==> config.mk <==
export PLATFORM = sky130hd
export DESIGN_NAME = flash_program_protect_ctrl
export DESIGN_NICKNAME = d
export VERILOG_FILES = /design/src/fppc_pkg.sv /design/src/fppc_fifo.sv /design/src/flash_program_protect_ctrl.sv
export SDC_FILE = /design/constraint.sdc
export NUM_CORES = 1
export LEC_CHECK = 0
export BUFFER_PORTS_ARGS = -buffer_cell sky130_fd_sc_hd__buf_2
export CORE_UTILIZATION = 60
export CTS_CLUSTER_DIAMETER = 100
export DETAILED_ROUTE_END_ITERATION = 10
export HOLD_SLACK_MARGIN = 0.06
export MAX_ROUTING_LAYER = met4
export PLACE_DENSITY_LB_ADDON = 0.2
export SETUP_SLACK_MARGIN = 0.1
export SLEW_MARGIN = 20
export SYNTH_ARGS = -nofsm -noshare
export SYNTH_HDL_FRONTEND = slang
export SYNTH_HIERARCHICAL = 1
export SYNTH_SLANG_ARGS = --single-unit
==> constraint.sdc <==
create_clock -name clk -period 5.4 [get_ports clk]
set_clock_uncertainty 0.15 [all_clocks]
set_input_delay 0.27 -clock clk [delete_from_list [all_inputs] [get_ports clk]]
set_output_delay 0.27 -clock clk [all_outputs]
set_load 0.01 [all_outputs]
==> src/fppc_pkg.sv <==
// Purpose: Shared constants and types of the flash program/protect controller
// Assumes: AXI4-Lite register slave with 32-bit data, one system clock
// Notes:   Register offsets are byte addresses on the slave
`default_nettype none
package fppc_pkg;
  localparam int unsigned AXI_ADDR_W = 8;
  localparam int unsigned BYTE_W     = 8;
  localparam int unsigned FIFO_DEPTH = 8;
  localparam int unsigned FADDR_W    = 13;

  // Register byte offsets
  localparam logic [7:0] OFF_FLASH_CTRL_STATUS = 8'h00;
  localparam logic [7:0] OFF_OPTION            = 8'h04;
  localparam logic [7:0] OFF_STATUS            = 8'h08;
  localparam logic [7:0] OFF_RX_DATA           = 8'h0C;
  localparam logic [7:0] OFF_FLASH_ADDR        = 8'h10;
  localparam logic [7:0] OFF_LATCH_DATA        = 8'h14;

  // Control/status register
  localparam logic [7:0] FCS_RESET  = 8'h00;
  localparam logic [7:0] KEY_FIRST  = 8'h56;
  localparam logic [7:0] KEY_SECOND = 8'hAE;
  localparam int unsigned BIT_PGM   = 0;
  localparam int unsigned BIT_LAT   = 1;
  localparam int unsigned BIT_OPT   = 2;

  // Option byte bit positions
  localparam int unsigned OPT_READ_PROT  = 0;
  localparam int unsigned OPT_WRITE_PROT = 1;
  // Pending option copy in the option register
  localparam int unsigned OPT_PEND_READ  = 4;
  localparam int unsigned OPT_PEND_WRITE = 5;

  // Status register bits
  localparam int unsigned ST_ICC      = 0;
  localparam int unsigned ST_TOOL     = 1;
  localparam int unsigned ST_BUSY     = 2;
  localparam int unsigned ST_REFUSED  = 3;
  localparam int unsigned ST_OVERRUN  = 4;
  localparam int unsigned ST_RX_VALID = 5;
  localparam int unsigned ST_UNLOCKED = 6;
  localparam int unsigned ST_RD_BLOCK = 7;

  // Flash geometry and burst limit
  localparam logic [12:0] SECTOR0_END = 13'h1000;
  localparam logic [5:0]  MAX_BURST   = 6'h20;

  // Serial entry signature, arbitrary value
  localparam logic [7:0] ENTRY_PATTERN = 8'hA5;

  localparam logic [1:0] RESP_OKAY   = 2'h0;
  localparam logic [1:0] RESP_SLVERR = 2'h2;

  typedef enum logic [1:0] {KEY_LOCKED, KEY_ONE, KEY_OPEN} fppc_key_type;
  typedef enum logic [1:0] {FL_IDLE, FL_MASS, FL_OP} fppc_fl_type;
  typedef enum logic [1:0] {OP_PROGRAM, OP_ERASE, OP_MASS_ERASE} fppc_op_type;

  typedef struct packed {
    logic                 req;
    fppc_op_type          kind;
    logic                 optionRow;
    logic [FADDR_W-1:0]   addr;
    logic [BYTE_W-1:0]    optData;
  } fppc_flash_cmd_type;

  typedef struct packed {
    logic               strobe;
    logic [4:0]         index;
    logic [BYTE_W-1:0]  data;
  } fppc_latch_type;
endpackage
`default_nettype wire

==> src/fppc_fifo.sv <==
// Purpose: Small first-word-fall-through FIFO for received serial bytes
// Assumes: DEPTH is a power of two
// Notes:   Write and read may happen in the same cycle
`default_nettype none
module fppc_fifo #(
  parameter int unsigned WIDTH = 8,
  parameter int unsigned DEPTH = 8
) (
  input  wire logic             clk,      // System clock
  input  wire logic             rst_n,    // Synchronous reset, active low
  input  wire logic             inValid,  // Write request
  output logic                  inReady,  // Room for a word
  input  wire logic [WIDTH-1:0] inData,   // Write data
  output logic                  outValid, // Word available
  input  wire logic             outReady, // Pop request
  output logic [WIDTH-1:0]      outData,  // Head word
  output logic [$clog2(DEPTH):0] level    // Words held
);
  localparam int unsigned PW = $clog2(DEPTH);
  localparam logic [PW:0] FULL = (PW+1)'(DEPTH);

  typedef struct packed {
    logic [DEPTH-1:0][WIDTH-1:0] mem;
    logic [PW-1:0]               wp;
    logic [PW-1:0]               rp;
    logic [PW:0]                 cnt;
  } fppc_fifo_state_type;

  fppc_fifo_state_type s_r;
  fppc_fifo_state_type s_nxt;
  logic                push;
  logic                pop;

  assign inReady  = (s_r.cnt != FULL);
  assign outValid = (s_r.cnt != '0);
  assign outData  = s_r.mem[s_r.rp];
  assign level    = s_r.cnt;
  assign push     = inValid & inReady;
  assign pop      = outReady & outValid;

  always_comb begin
    s_nxt = s_r;
    if (push) begin
      s_nxt.mem[s_r.wp] = inData;
      s_nxt.wp = s_r.wp + 1'b1;
    end
    if (pop) begin
      s_nxt.rp = s_r.rp + 1'b1;
    end
    if (push && !pop) begin
      s_nxt.cnt = s_r.cnt + 1'b1;
    end else if (pop && !push) begin
      s_nxt.cnt = s_r.cnt - 1'b1;
    end
  end

  always_ff @(posedge clk) begin
    if (!rst_n) begin
      s_r <= '0;
    end else begin
      s_r <= s_nxt;
    end
  end
endmodule
`default_nettype wire

==> src/flash_program_protect_ctrl.sv <==
// Purpose: Serial programming entry, flash protection and keyed flash control
// Assumes: Tool pins arrive asynchronously; flash macro answers on this clock
// Notes:   All outputs are registered; serial bytes are buffered for the loader
//
// Implementation choices: the AXI4-Lite register port and the placing of the registers.
`default_nettype none
module flash_program_protect_ctrl (
  input  wire logic        clk,                // System clock 250 MHz
  input  wire logic        rst_n,              // Synchronous reset, active low
  input  wire logic [7:0]  s_axi_awaddr,       // Write address
  input  wire logic        s_axi_awvalid,      // Write address valid
  output logic             s_axi_awready,      // Write address ready
  input  wire logic [31:0] s_axi_wdata,        // Write data
  input  wire logic [3:0]  s_axi_wstrb,        // Write strobes
  input  wire logic        s_axi_wvalid,       // Write data valid
  output logic             s_axi_wready,       // Write data ready
  output logic [1:0]       s_axi_bresp,        // Write response
  output logic             s_axi_bvalid,       // Write response valid
  input  wire logic        s_axi_bready,       // Write response ready
  input  wire logic [7:0]  s_axi_araddr,       // Read address
  input  wire logic        s_axi_arvalid,      // Read address valid
  output logic             s_axi_arready,      // Read address ready
  output logic [31:0]      s_axi_rdata,        // Read data
  output logic [1:0]       s_axi_rresp,        // Read response
  output logic             s_axi_rvalid,       // Read data valid
  input  wire logic        s_axi_rready,       // Read data ready
  input  wire logic        progSerialClock,    // Tool serial clock pin
  input  wire logic        progSerialData,     // Tool serial data pin
  input  wire logic        progSelect,         // Tool attached pin, high active
  input  wire logic        resetPin_n,         // Device reset pin level, low active
  input  wire logic [7:0]  optionByteIn,       // Stored option byte
  input  wire logic        flashDone,          // Flash operation complete pulse
  output logic             sysMemVector,       // Fetch system-memory reset vector
  output logic             inCircuitCommActive, // Serial session mode
  output logic             pinsReservedForTool, // Serial pins withheld from app
  output logic             readoutBlock,       // Block external memory reads
  output fppc_pkg::fppc_flash_cmd_type flashCmd, // Flash operation request
  output fppc_pkg::fppc_latch_type     latchOut  // Burst latch write
);
  typedef struct packed {
    logic [2:0]              clkSync;
    logic [1:0]              datSync;
    logic [2:0]              pinSync;
    logic [1:0]              selSync;
    logic [7:0]              entryShift;
    logic                    in_circuit_comm;
    logic                    tool;
    logic [7:0]              rxShift;
    logic [2:0]              rxCount;
    logic                    rxPending;
    logic [7:0]              rxByte;
    logic                    overrun;
    logic                    refused;
    logic                    optRow;
    logic                    latCtl;
    logic                    program_go;
    fppc_pkg::fppc_key_type  key;
    logic                    optLoaded;
    logic                    optRead;
    logic                    optWrite;
    logic                    pendRead;
    logic                    pendWrite;
    fppc_pkg::fppc_fl_type   fl;
    fppc_pkg::fppc_flash_cmd_type cmd;
    logic [5:0]              latchCount;
    fppc_pkg::fppc_latch_type latch;
    logic                    rdBlock;
    logic                    awHeld;
    logic [7:0]              awAddr;
    logic                    wHeld;
    logic [7:0]              wByte;
    logic [4:0]              wHigh;
    logic                    wLane0;
    logic                    awReady;
    logic                    wReady;
    logic                    bValid;
    logic [1:0]              bResp;
    logic                    arReady;
    logic                    rValid;
    logic [31:0]             rData;
    logic [1:0]              rResp;
  } fppc_state_type;

  fppc_state_type s_r;
  fppc_state_type s_nxt;
  logic           linkRise;
  logic           pinRelease;
  logic           fifoInReady;
  logic           fifoOutValid;
  logic [7:0]     fifoOutData;
  logic [3:0]     fifoLevel;
  logic           fifoPop;
  logic           overrunEvt;

  function automatic logic isMapped(input logic [7:0] a);
    isMapped = (a == fppc_pkg::OFF_FLASH_CTRL_STATUS) || (a == fppc_pkg::OFF_OPTION) ||
               (a == fppc_pkg::OFF_STATUS) || (a == fppc_pkg::OFF_RX_DATA) ||
               (a == fppc_pkg::OFF_FLASH_ADDR) || (a == fppc_pkg::OFF_LATCH_DATA);
  endfunction

  fppc_fifo #(
    .WIDTH (fppc_pkg::BYTE_W),
    .DEPTH (fppc_pkg::FIFO_DEPTH)
  ) u_rx_fifo (
    .clk      (clk),
    .rst_n    (rst_n),
    .inValid  (s_r.rxPending),
    .inReady  (fifoInReady),
    .inData   (s_r.rxByte),
    .outValid (fifoOutValid),
    .outReady (fifoPop),
    .outData  (fifoOutData),
    .level    (fifoLevel)
  );

  assign linkRise   = s_r.clkSync[1] & ~s_r.clkSync[2];
  assign pinRelease = s_r.pinSync[1] & ~s_r.pinSync[2];
  assign fifoPop    = s_axi_arvalid & s_r.arReady & (s_axi_araddr == fppc_pkg::OFF_RX_DATA);

  always_comb begin
    s_nxt = s_r;
    overrunEvt = 1'b0;
    s_nxt.latch.strobe = 1'b0;
    // Pin synchronisers
    s_nxt.clkSync = {s_r.clkSync[1:0], progSerialClock};
    s_nxt.datSync = {s_r.datSync[0], progSerialData};
    s_nxt.pinSync = {s_r.pinSync[1:0], resetPin_n};
    s_nxt.selSync = {s_r.selSync[0], progSelect};

    // Option byte capture after reset
    if (!s_r.optLoaded) begin
      s_nxt.optLoaded = 1'b1;
      s_nxt.optRead   = optionByteIn[fppc_pkg::OPT_READ_PROT];
      s_nxt.optWrite  = optionByteIn[fppc_pkg::OPT_WRITE_PROT];
      s_nxt.pendRead  = optionByteIn[fppc_pkg::OPT_READ_PROT];
      s_nxt.pendWrite = optionByteIn[fppc_pkg::OPT_WRITE_PROT];
    end

    // Mode entry: pattern clocked in while the reset pin is low
    if (!s_r.pinSync[1]) begin
      s_nxt.in_circuit_comm = 1'b0;
      if (linkRise) begin
        s_nxt.entryShift = {s_r.entryShift[6:0], s_r.datSync[1]};
      end
    end else if (pinRelease) begin
      s_nxt.in_circuit_comm        = (s_r.entryShift == fppc_pkg::ENTRY_PATTERN);
      s_nxt.entryShift = '0;
      s_nxt.rxCount    = '0;
    end
    s_nxt.tool = s_r.selSync[1] | s_nxt.in_circuit_comm;
    s_nxt.rdBlock = s_r.optRead & s_nxt.tool;

    // Serial byte receive while in session
    if (s_r.in_circuit_comm && s_r.pinSync[1] && linkRise) begin
      s_nxt.rxShift = {s_r.rxShift[6:0], s_r.datSync[1]};
      s_nxt.rxCount = s_r.rxCount + 3'h1;
      if (s_r.rxCount == 3'h7) begin
        if (s_r.rxPending && !fifoInReady) begin
          s_nxt.overrun = 1'b1;
          overrunEvt    = 1'b1;
        end else begin
          s_nxt.rxByte    = {s_r.rxShift[6:0], s_r.datSync[1]};
          s_nxt.rxPending = 1'b1;
        end
      end
    end
    if (s_r.rxPending && fifoInReady && !(s_nxt.rxPending && s_nxt.rxByte != s_r.rxByte)) begin
      s_nxt.rxPending = (s_r.in_circuit_comm && linkRise && s_r.rxCount == 3'h7);
    end

    // Flash operation sequencing
    case (s_r.fl)
      fppc_pkg::FL_IDLE: begin
      end
      fppc_pkg::FL_MASS: begin
        if (flashDone) begin
          s_nxt.fl = fppc_pkg::FL_OP;
          s_nxt.cmd.kind = fppc_pkg::OP_PROGRAM;
        end
      end
      fppc_pkg::FL_OP: begin
        if (flashDone) begin
          s_nxt.fl = fppc_pkg::FL_IDLE;
          s_nxt.cmd.req = 1'b0;
          s_nxt.program_go = 1'b0;
          s_nxt.latchCount = '0;
          if (s_r.cmd.optionRow) begin
            s_nxt.optRead  = s_r.pendRead;
            s_nxt.optWrite = s_r.optWrite | s_r.pendWrite;
          end
        end
      end
      default: s_nxt.fl = fppc_pkg::FL_IDLE;
    endcase

    // Register writes
    if (!s_r.awHeld && s_axi_awvalid) begin
      s_nxt.awHeld = 1'b1;
      s_nxt.awAddr = s_axi_awaddr;
    end
    if (!s_r.wHeld && s_axi_wvalid) begin
      s_nxt.wHeld  = 1'b1;
      s_nxt.wByte  = s_axi_wdata[7:0];
      s_nxt.wHigh  = s_axi_wdata[12:8];
      s_nxt.wLane0 = s_axi_wstrb[0];
    end
    if (s_r.bValid && s_axi_bready) begin
      s_nxt.bValid = 1'b0;
    end
    if (s_r.awHeld && s_r.wHeld && !s_r.bValid) begin
      s_nxt.awHeld = 1'b0;
      s_nxt.wHeld  = 1'b0;
      s_nxt.bValid = 1'b1;
      s_nxt.bResp  = isMapped(s_r.awAddr) ? fppc_pkg::RESP_OKAY : fppc_pkg::RESP_SLVERR;
      if (s_r.wLane0) begin
        case (s_r.awAddr)
          fppc_pkg::OFF_FLASH_CTRL_STATUS: begin
            case (s_r.key)
              fppc_pkg::KEY_LOCKED: begin
                s_nxt.key = (s_r.wByte == fppc_pkg::KEY_FIRST) ?
                            fppc_pkg::KEY_ONE : fppc_pkg::KEY_LOCKED;
              end
              fppc_pkg::KEY_ONE: begin
                s_nxt.key = (s_r.wByte == fppc_pkg::KEY_SECOND) ?
                            fppc_pkg::KEY_OPEN : fppc_pkg::KEY_LOCKED;
              end
              fppc_pkg::KEY_OPEN: begin
                s_nxt.key = fppc_pkg::KEY_LOCKED;
                if (s_r.fl == fppc_pkg::FL_IDLE) begin
                  s_nxt.optRow = s_r.wByte[fppc_pkg::BIT_OPT];
                  s_nxt.latCtl = s_r.wByte[fppc_pkg::BIT_LAT];
                  if (s_r.wByte[fppc_pkg::BIT_PGM]) begin
                    s_nxt.cmd.optionRow = s_r.wByte[fppc_pkg::BIT_OPT];
                    s_nxt.cmd.optData   = {6'h00, s_r.pendWrite, s_r.pendRead};
                    if (s_r.optWrite) begin
                      s_nxt.refused = 1'b1;
                    end else if (!s_r.wByte[fppc_pkg::BIT_OPT] && !s_r.in_circuit_comm &&
                                 s_r.cmd.addr < fppc_pkg::SECTOR0_END) begin
                      s_nxt.refused = 1'b1;
                    end else if (s_r.wByte[fppc_pkg::BIT_OPT]) begin
                      s_nxt.program_go     = 1'b1;
                      s_nxt.cmd.req = 1'b1;
                      if (s_r.optRead && !s_r.pendRead) begin
                        s_nxt.fl       = fppc_pkg::FL_MASS;
                        s_nxt.cmd.kind = fppc_pkg::OP_MASS_ERASE;
                      end else begin
                        s_nxt.fl       = fppc_pkg::FL_OP;
                        s_nxt.cmd.kind = fppc_pkg::OP_PROGRAM;
                      end
                    end else begin
                      s_nxt.program_go      = 1'b1;
                      s_nxt.cmd.req  = 1'b1;
                      s_nxt.fl       = fppc_pkg::FL_OP;
                      s_nxt.cmd.kind = (s_r.latchCount == '0) ?
                                       fppc_pkg::OP_ERASE : fppc_pkg::OP_PROGRAM;
                    end
                  end
                end
              end
              default: s_nxt.key = fppc_pkg::KEY_LOCKED;
            endcase
          end
          fppc_pkg::OFF_OPTION: begin
            s_nxt.pendRead  = s_r.wByte[fppc_pkg::OPT_PEND_READ];
            s_nxt.pendWrite = s_r.wByte[fppc_pkg::OPT_PEND_WRITE];
          end
          fppc_pkg::OFF_STATUS: begin
            if (s_r.wByte[fppc_pkg::ST_REFUSED] && s_nxt.refused == s_r.refused) begin
              s_nxt.refused = 1'b0;
            end
            if (s_r.wByte[fppc_pkg::ST_OVERRUN] && !overrunEvt) begin
              s_nxt.overrun = 1'b0;
            end
          end
          fppc_pkg::OFF_FLASH_ADDR: begin
            if (s_r.fl == fppc_pkg::FL_IDLE) begin
              s_nxt.cmd.addr = {s_r.wHigh, s_r.wByte};
            end
          end
          fppc_pkg::OFF_LATCH_DATA: begin
            if (s_r.latCtl && s_r.fl == fppc_pkg::FL_IDLE &&
                s_r.latchCount < fppc_pkg::MAX_BURST) begin
              s_nxt.latch.strobe = 1'b1;
              s_nxt.latch.index  = s_r.latchCount[4:0];
              s_nxt.latch.data   = s_r.wByte;
              s_nxt.latchCount   = s_r.latchCount + 6'h01;
            end else begin
              s_nxt.refused = 1'b1;
            end
          end
          default: begin
          end
        endcase
      end
    end

    // Register reads
    if (s_r.rValid && s_axi_rready) begin
      s_nxt.rValid = 1'b0;
    end
    if (s_r.arReady && s_axi_arvalid) begin
      s_nxt.rValid = 1'b1;
      s_nxt.rResp  = isMapped(s_axi_araddr) ? fppc_pkg::RESP_OKAY : fppc_pkg::RESP_SLVERR;
      s_nxt.rData  = '0;
      case (s_axi_araddr)
        fppc_pkg::OFF_FLASH_CTRL_STATUS: s_nxt.rData[2:0] = {s_r.optRow, s_r.latCtl, s_r.program_go};
        fppc_pkg::OFF_OPTION: begin
          s_nxt.rData[fppc_pkg::OPT_READ_PROT]  = s_r.optRead;
          s_nxt.rData[fppc_pkg::OPT_WRITE_PROT] = s_r.optWrite;
          s_nxt.rData[fppc_pkg::OPT_PEND_READ]  = s_r.pendRead;
          s_nxt.rData[fppc_pkg::OPT_PEND_WRITE] = s_r.pendWrite;
        end
        fppc_pkg::OFF_STATUS: begin
          s_nxt.rData[fppc_pkg::ST_ICC]      = s_r.in_circuit_comm;
          s_nxt.rData[fppc_pkg::ST_TOOL]     = s_r.tool;
          s_nxt.rData[fppc_pkg::ST_BUSY]     = (s_r.fl != fppc_pkg::FL_IDLE);
          s_nxt.rData[fppc_pkg::ST_REFUSED]  = s_r.refused;
          s_nxt.rData[fppc_pkg::ST_OVERRUN]  = s_r.overrun;
          s_nxt.rData[fppc_pkg::ST_RX_VALID] = fifoOutValid;
          s_nxt.rData[fppc_pkg::ST_UNLOCKED] = (s_r.key == fppc_pkg::KEY_OPEN);
          s_nxt.rData[fppc_pkg::ST_RD_BLOCK] = s_r.rdBlock;
          s_nxt.rData[11:8]                  = fifoLevel;
        end
        fppc_pkg::OFF_RX_DATA: begin
          s_nxt.rData[8]   = fifoOutValid;
          s_nxt.rData[7:0] = fifoOutValid ? fifoOutData : 8'h00;
        end
        fppc_pkg::OFF_FLASH_ADDR: s_nxt.rData[12:0] = s_r.cmd.addr;
        fppc_pkg::OFF_LATCH_DATA: s_nxt.rData[5:0]  = s_r.latchCount;
        default: s_nxt.rData = '0;
      endcase
    end

    s_nxt.awReady = ~s_nxt.awHeld;
    s_nxt.wReady  = ~s_nxt.wHeld;
    s_nxt.arReady = ~s_nxt.rValid;
  end

  always_ff @(posedge clk) begin
    if (!rst_n) begin
      s_r            <= '0;
      s_r.pinSync    <= 3'h7;
      s_r.key        <= fppc_pkg::KEY_LOCKED;
      s_r.fl         <= fppc_pkg::FL_IDLE;
      {s_r.optRow, s_r.latCtl, s_r.program_go} <= fppc_pkg::FCS_RESET[2:0];
    end else begin
      s_r <= s_nxt;
    end
  end

  assign s_axi_awready       = s_r.awReady;
  assign s_axi_wready        = s_r.wReady;
  assign s_axi_bvalid        = s_r.bValid;
  assign s_axi_bresp         = s_r.bResp;
  assign s_axi_arready       = s_r.arReady;
  assign s_axi_rvalid        = s_r.rValid;
  assign s_axi_rdata         = s_r.rData;
  assign s_axi_rresp         = s_r.rResp;
  assign sysMemVector        = s_r.in_circuit_comm;
  assign inCircuitCommActive = s_r.in_circuit_comm;
  assign pinsReservedForTool = s_r.tool;
  assign readoutBlock        = s_r.rdBlock;
  assign flashCmd            = s_r.cmd;
  assign latchOut            = s_r.latch;
endmodule
`default_nettype wire

==> qor.csv, run 1 <==
metric;value;unit
CP max stage cell;nor2b_1;
Async SR Flop Fraction;0;
worst path cell trace;dlygate4sd3_1, buf_2, nor2b_1, and4_1, nand2_1, ha_1, inv_1, ha_1, a21oi_1, a211oi_1, a31oi_1, mux2i_1;
ANT cells;0;
DRT Pass-1 Iters;5;
status;finished clean;
CP Class;in2reg;
Final nets;1195;
post-route ant nets;0;
VDD IR-drop max;0.220;mV
largest stage delay on the critical path;640;ps
gr ovfl total;0;
DP Wirelength;14700;um
clock sinks;211;
critical path buffer and inverter count;3;
total power;0.00321;W
period utilization;0.618;
post_cts resized;0;
FF+latch count, synth;211;
# fillers;1282;
Top Family by Delay on Critical Path;simple AND/OR/NAND/NOR gates;
antenna violations before repair;0;
IO Count;156;
worst min-delay path class;in2reg;
final hold vios;0;
LEAKAGE;4.34;nW
Power Density;293;nW/um2
Total Wirelength;22500;um
grt met2 use;0.403;
clock-pin slew on the worst setup and hold paths;60;ps
RSZ-0062 raised after global routing;no;
CTS max path bufs;3;
EDFF count, synth;0;
Req. time, crit path;5670;ps
met3 Resource Use GR;0.0365;
gpl congestion;0.810;
Total Neg Setup Slack;0;ps
Post-CTS Hold Fix Bufs;39;
port bufs;100;
hold slack;171;ps
via count;7532;
Util after Layout;0.688;
CTS Buf Count;23;
# rows;46;
Final Setup Violations;0;
initial DRC count;584;
sequential share of the synthesized area;0.429;
Gate Count Post-Synth;1064;
Worst Path Arrival;3610;ps
DRC;0;
CTS HTree Levels;1;
cell mode on critical path;ha_1;
global-route wire length before repair;35600;um
fin worst setup slack;2060;ps
most common flop cell mapped by yosys;dfxtp_1;
Starting Density;0.617;
Setup WS pre-CTS;2120;ps
GRT Total Usage;0.275;
full die area;16900;um2
post-DR vias/cell;5.63;
Netlist cell types;64;
DIE WIDTH;130;um
worst skew pair latency;500;ps
Slew HR;0.314;
largest net degree at the start of global routing;98;
CTS tree;yes;
Core Area;15900;um2
maxcap violations;0;
mapped cell area;9840;um2
crit end category;register;
CP Launch Type;primary input;
max-slew violations;0;
die height;130;um
Area Growth Syn to Fin;11.4;%
Post-CTS Setup Bufs;0;
GRT busiest layer;met2;
crit-path max FO;15;
vias in the first global route;6867;
Max Clk Rate;300;MHz
Routed wire per std cell;16.8;um
met1 usage in global routing;0.403;
share of cells above drive strength 1;0.166;
Yosys warning count;6;
Syn Area/Cell;9.24;um2
Tmin final;3340;ps
Root Buffer;clkbuf_16;
Worst Tran Pin Value;1030;ps
-- layout by cell type, fill, tap and decap left out, drive strengths merged, types with 8 or more instances in the layout --
cell type,instances
nand3,48
mux4,18
mux2,11
conb,27
ha,9
dfxtp,211
inv,9
o21ai,35
nor2,49
nor3,10
nand4,13
nand2b,11
and2,17
buf,109
mux2i,89
nand4b,8
dlygate4sd3,39
nand2,122
clkbuf,32
nor2b,75
a21oi,85
-- tightest hold or removal path: stages --
cell	delay, ps
buf_2	70
or4_1	170
nor4_1	100
o21ai_0	80
o21ai_0	70
-- metrics by stage --
stage | std cells | instance area, um2
after floorplan | 1090 | 9930
final | 1339 | 11000
after detailed placement | 1265 | 9880
after CTS | 1339 | 11000
after global placement | 1265 | 9880
after global routing | 1339 | 11000
-- worst paths after layout --
| kind | from | endpoint | slack [ps] | cells after the start |
|---|---|---|---|---|
| worst max-delay path | s_axi_araddr[3] | u_rx_fifo/level[3] | 2060 | 12 |
| worst min-delay path | s_axi_araddr[6] | s_axi_rdata[3] | 170 | 5 |
| worst max register to register | u_rx_fifo/level[0] | u_rx_fifo/level[3] | 2470 | 11 |
| worst min register to register | s_nxt[158] | s_nxt[159] | 260 | 1 |
-- power by group --
| group | switching [W] | internal, W |
|---|---|---|
| registers | 0.0000219 | 0.00158 |
| logic | 0.0000922 | 0.0000717 |
| clock network | 0.000593 | 0.000853 |
-- sequential cells by signal, summed over array words and instances (netlist names), 4 cells and up --
signal,flops
latchOut,14
flashCmd,19
s_axi_rdata,13
s_r,75
s_nxt,6
u_rx_fifo/s_r,70
u_rx_fifo/level,4
-- cells in the mapped netlist, types with 2 or more instances --
library cell	count	area, um2
nor2_1	47	176
and4b_1	2	20.0
clkbuf_1	37	139
nand4b_1	8	70.1
o211ai_1	5	37.5
nand4_1	12	75.1
a211oi_1	5	37.5
a21oi_1	85	425
or4_1	4	30.0
nor2_2	2	12.5
a32o_1	2	20.0
or3b_2	3	26.3
xnor2_1	6	52.6
mux4_2	18	405
nand2_1	122	458
inv_1	7	26.3
nor4b_1	5	43.8
nor3b_1	4	30.0
buf_4	80	601
mux2i_1	89	891
nor4_1	4	25.0
buf_6	2	22.5
ha_1	9	113
nand3_1	47	235
and2_1	17	106
buf_2	21	105
o21ai_1	7	35.0
nand3b_1	5	37.5
a31oi_1	6	37.5
nor2b_1	75	469
a21boi_0	4	30.0
a22oi_1	4	30.0
mux2_2	11	124
dfxtp_1	211	4220
and3_1	4	25.0
a22o_1	6	52.6
o21ai_0	28	140
and4_1	2	17.5
nor4bb_1	2	20.0
or4bb_1	2	22.5
buf_1	10	37.5
a2bb2oi_1	3	26.3
nand2b_1	11	68.8
nor3_1	10	50.1
-- kinds of logic (layout without fill, tap and decap cells) --
| family | Yosys count | after routing | synth area share |
|---|---|---|---|
| and+or+nand+nor | 395 | 395 | 0.214 |
| DFF | 211 | 211 | 0.429 |
| AOI/OAI and AO/OA | 164 | 164 | 0.0968 |
| buffers and inverters | 159 | 192 | 0.0957 |
| muxes | 118 | 118 | 0.144 |
| adders and majority gates | 10 | 10 | 0.0135 |
| xor gates and xnor gates | 6 | 6 | 0.00534 |
| other | 1 | 27 | 0.000381 |
-- cell type report --
type                       instances  area, um2  share of cell area
clock inverter                     3       18.8             0.00171
inverter                           9       37.5             0.00342
multi-input combinational        720       4780               0.436
timing repair buffer             148        958              0.0874
tap                              216        270              0.0247
clock buffer                      32        669              0.0611
sequential                       211       4220               0.385
-- per-layer routing --
layer,vias up,share of wire
li1,3680,-
met1,3526,0.47
met2,301,0.44
met3,25,0.073
met4,0,0.013
met5,-,0
(Power assumes the default switching activity.)
==> inputs of run 2 (changes only) <==
--- a/config.mk
+++ b/config.mk
@@ -6,7 +6,7 @@
 export NUM_CORES = 1
 export LEC_CHECK = 0
 export BUFFER_PORTS_ARGS = -buffer_cell sky130_fd_sc_hd__buf_2
-export CORE_UTILIZATION = 60
+export CORE_UTILIZATION = 57
 export CTS_CLUSTER_DIAMETER = 100
 export DETAILED_ROUTE_END_ITERATION = 10
 export HOLD_SLACK_MARGIN = 0.06
==> constraint.sdc (replaced) <==
create_clock -name clk -period 3.15 [get_ports clk]
set_clock_uncertainty 0.15 [all_clocks]
set_input_delay 0.1575 -clock clk [delete_from_list [all_inputs] [get_ports clk]]
set_output_delay 0.1575 -clock clk [all_outputs]
set_load 0.01 [all_outputs]
==> run 2 against run 1 <==
Against the previous run: via count rose by 2.2%; wire length rose by 5.3%; clock power rose by 96%; die area rose by 5.2%; sequential share of layout area fell by 1.0 points; design area rose by 2.8%; setup slack got worse by 1800 ps.
==> qor.csv, run 2 (synthesis results as in run 1) <==
metric;value;unit
period utilization;0.907;
# fillers;1390;
gr ovfl total;0;
initial DRC count;547;
vias in the first global route;7289;
# rows;47;
clock-pin slew on the worst setup and hold paths;60;ps
CP Class;in2reg;
Final Setup Violations;0;
Slew HR;0.351;
DIE WIDTH;133;um
Total Neg Setup Slack;0;ps
crit path launch;s_axi_araddr[0];
GRT Total Usage;0.272;
RSZ-0062 raised after global routing;no;
share of cells above drive strength 1;0.181;
CTS tree;yes;
Largest Register;s_r;
CP max stage cell;or4_4;
antenna violations before repair;0;
critical path buffer and inverter count;3;
post-route ant nets;0;
CP Launch Type;primary input;
die height;133;um
full die area;17800;um2
crit-path max FO;4;
cell mode on critical path;ha_1;
Tmin final;2860;ps
via count;7694;
maxcap violations;0;
commonest non-fill, non-tap cell in the layout;dfxtp_1;
HP Start;s_axi_araddr[5];
most frequent cells in the layout;dfxtp_1, nand2_1, buf_2;
placed insts;1281;
CTS Buf Count;23;
Root Buffer;clkbuf_16;
global-route wire length before repair;37800;um
worst path cell trace;dlygate4sd3_1, buf_2, or4_4, nor2_2, and4_2, nand2_1, ha_1, inv_2, ha_1, a21oi_2, a211oi_1, a31oi_1, mux2i_1;
worst skew pair latency;510;ps
max-slew violations;0;
DP Wirelength;15500;um
post-DR vias/cell;5.63;
LEAKAGE;4.48;nW
worst r2r src;u_rx_fifo/level[1];
ANT cells;0;
Area Growth Syn to Fin;14.6;%
gpl congestion;0.871;
IO Count;156;
largest net degree at the start of global routing;59;
Req. time, crit path;3430;ps
Core Area;16700;um2
Total Wirelength;23600;um
final cell count without fillers;1367;
CTS HTree Levels;1;
total power;0.00588;W
number of flip-flops in the largest register;75;
crit end category;register;
final hold vios;0;
VDD IR-drop max;0.458;mV
largest stage delay on the critical path;560;ps
DRT Pass-1 Iters;6;
DRC;0;
status;finished clean;
Worst Tran Pin Value;972;ps
Power Density;522;nW/um2
Starting Density;0.589;
Max Clk Rate;350;MHz
Final nets;1215;
hold slack;88.8;ps
Worst Path Arrival;3140;ps
finished layout cell area;11300;um2
Routed wire per std cell;17.3;um
port bufs;100;
Top Family by Delay on Critical Path;simple AND/OR/NAND/NOR gates;
area of placed instances;9980;um2
clock sinks;211;
worst min-delay path class;in2reg;
CTS max path bufs;3;
run 2: path summary, 6_finish.rpt:
| path | end | slack (ps) | cells past startpoint |
|---|---|---|---|
| setup / recovery | u_rx_fifo/level[3] | 290 | 13 |
| hold / removal | s_axi_rdata[4] | 90 | 5 |
| setup reg to reg | u_rx_fifo/level[3] | 400 | 11 |
| hold reg to reg | s_nxt[159] | 260 | 1 |
run 2: per-stage QoR:
step / util / setup slack [ps]
2_1_floorplan: - / 460
3_3_place_gp: 0.597 / 284
3_5_place_dp: 0.597 / 255
4_1_cts: 0.674 / 183
5_1_grt: 0.675 / 88.6
6_report: 0.675 / 294
run 2: layout make-up:
type	instances	area, um2	share of cell area
multi-input combinational	720	4800	0.426
sequential	211	4220	0.375
timing repair buffer	168	1130	0.100
clock buffer	29	638	0.0566
tap	220	275	0.0244
clock inverter	10	166	0.0148
inverter	9	37.5	0.00333
run 2: what timing repair did:
action | in CTS | in global routing
buffers inserted | 0 | 0
endpoints found under the setup margin | 0 | 2
hold buffers | 47 | 0
resized for setup | 0 | 6
hold endpoints to repair | 71 | 0
run 2: worst min-delay path: cells and delay by family:
family                 cells  cell delay, ps
buffers and inverters      1              80
and+or+nand+nor            3             370
AOI/OAI and AO/OA          1              80
run 2: power breakdown:
| part | internal, W | leakage, nW | total, W | switching, W |
|---|---|---|---|---|
| logic | 0.000133 | 2.39 | 0.000294 | 0.000161 |
| registers | 0.00270 | 1.71 | 0.00274 | 0.0000381 |
| clock network | 0.00176 | 0.388 | 0.00284 | 0.00108 |
run 2: routing by layer:
| layer | vias up | routed length [um] | global-route usage |
|---|---|---|---|
| li1 | 3728 | - | - |
| met1 | 3681 | 11100 | 0.377 |
| met2 | 248 | 10600 | 0.415 |
| met3 | 37 | 1430 | 0.0407 |
| met4 | 0 | 501 | 0.0751 |
| met5 | - | 0 | - |
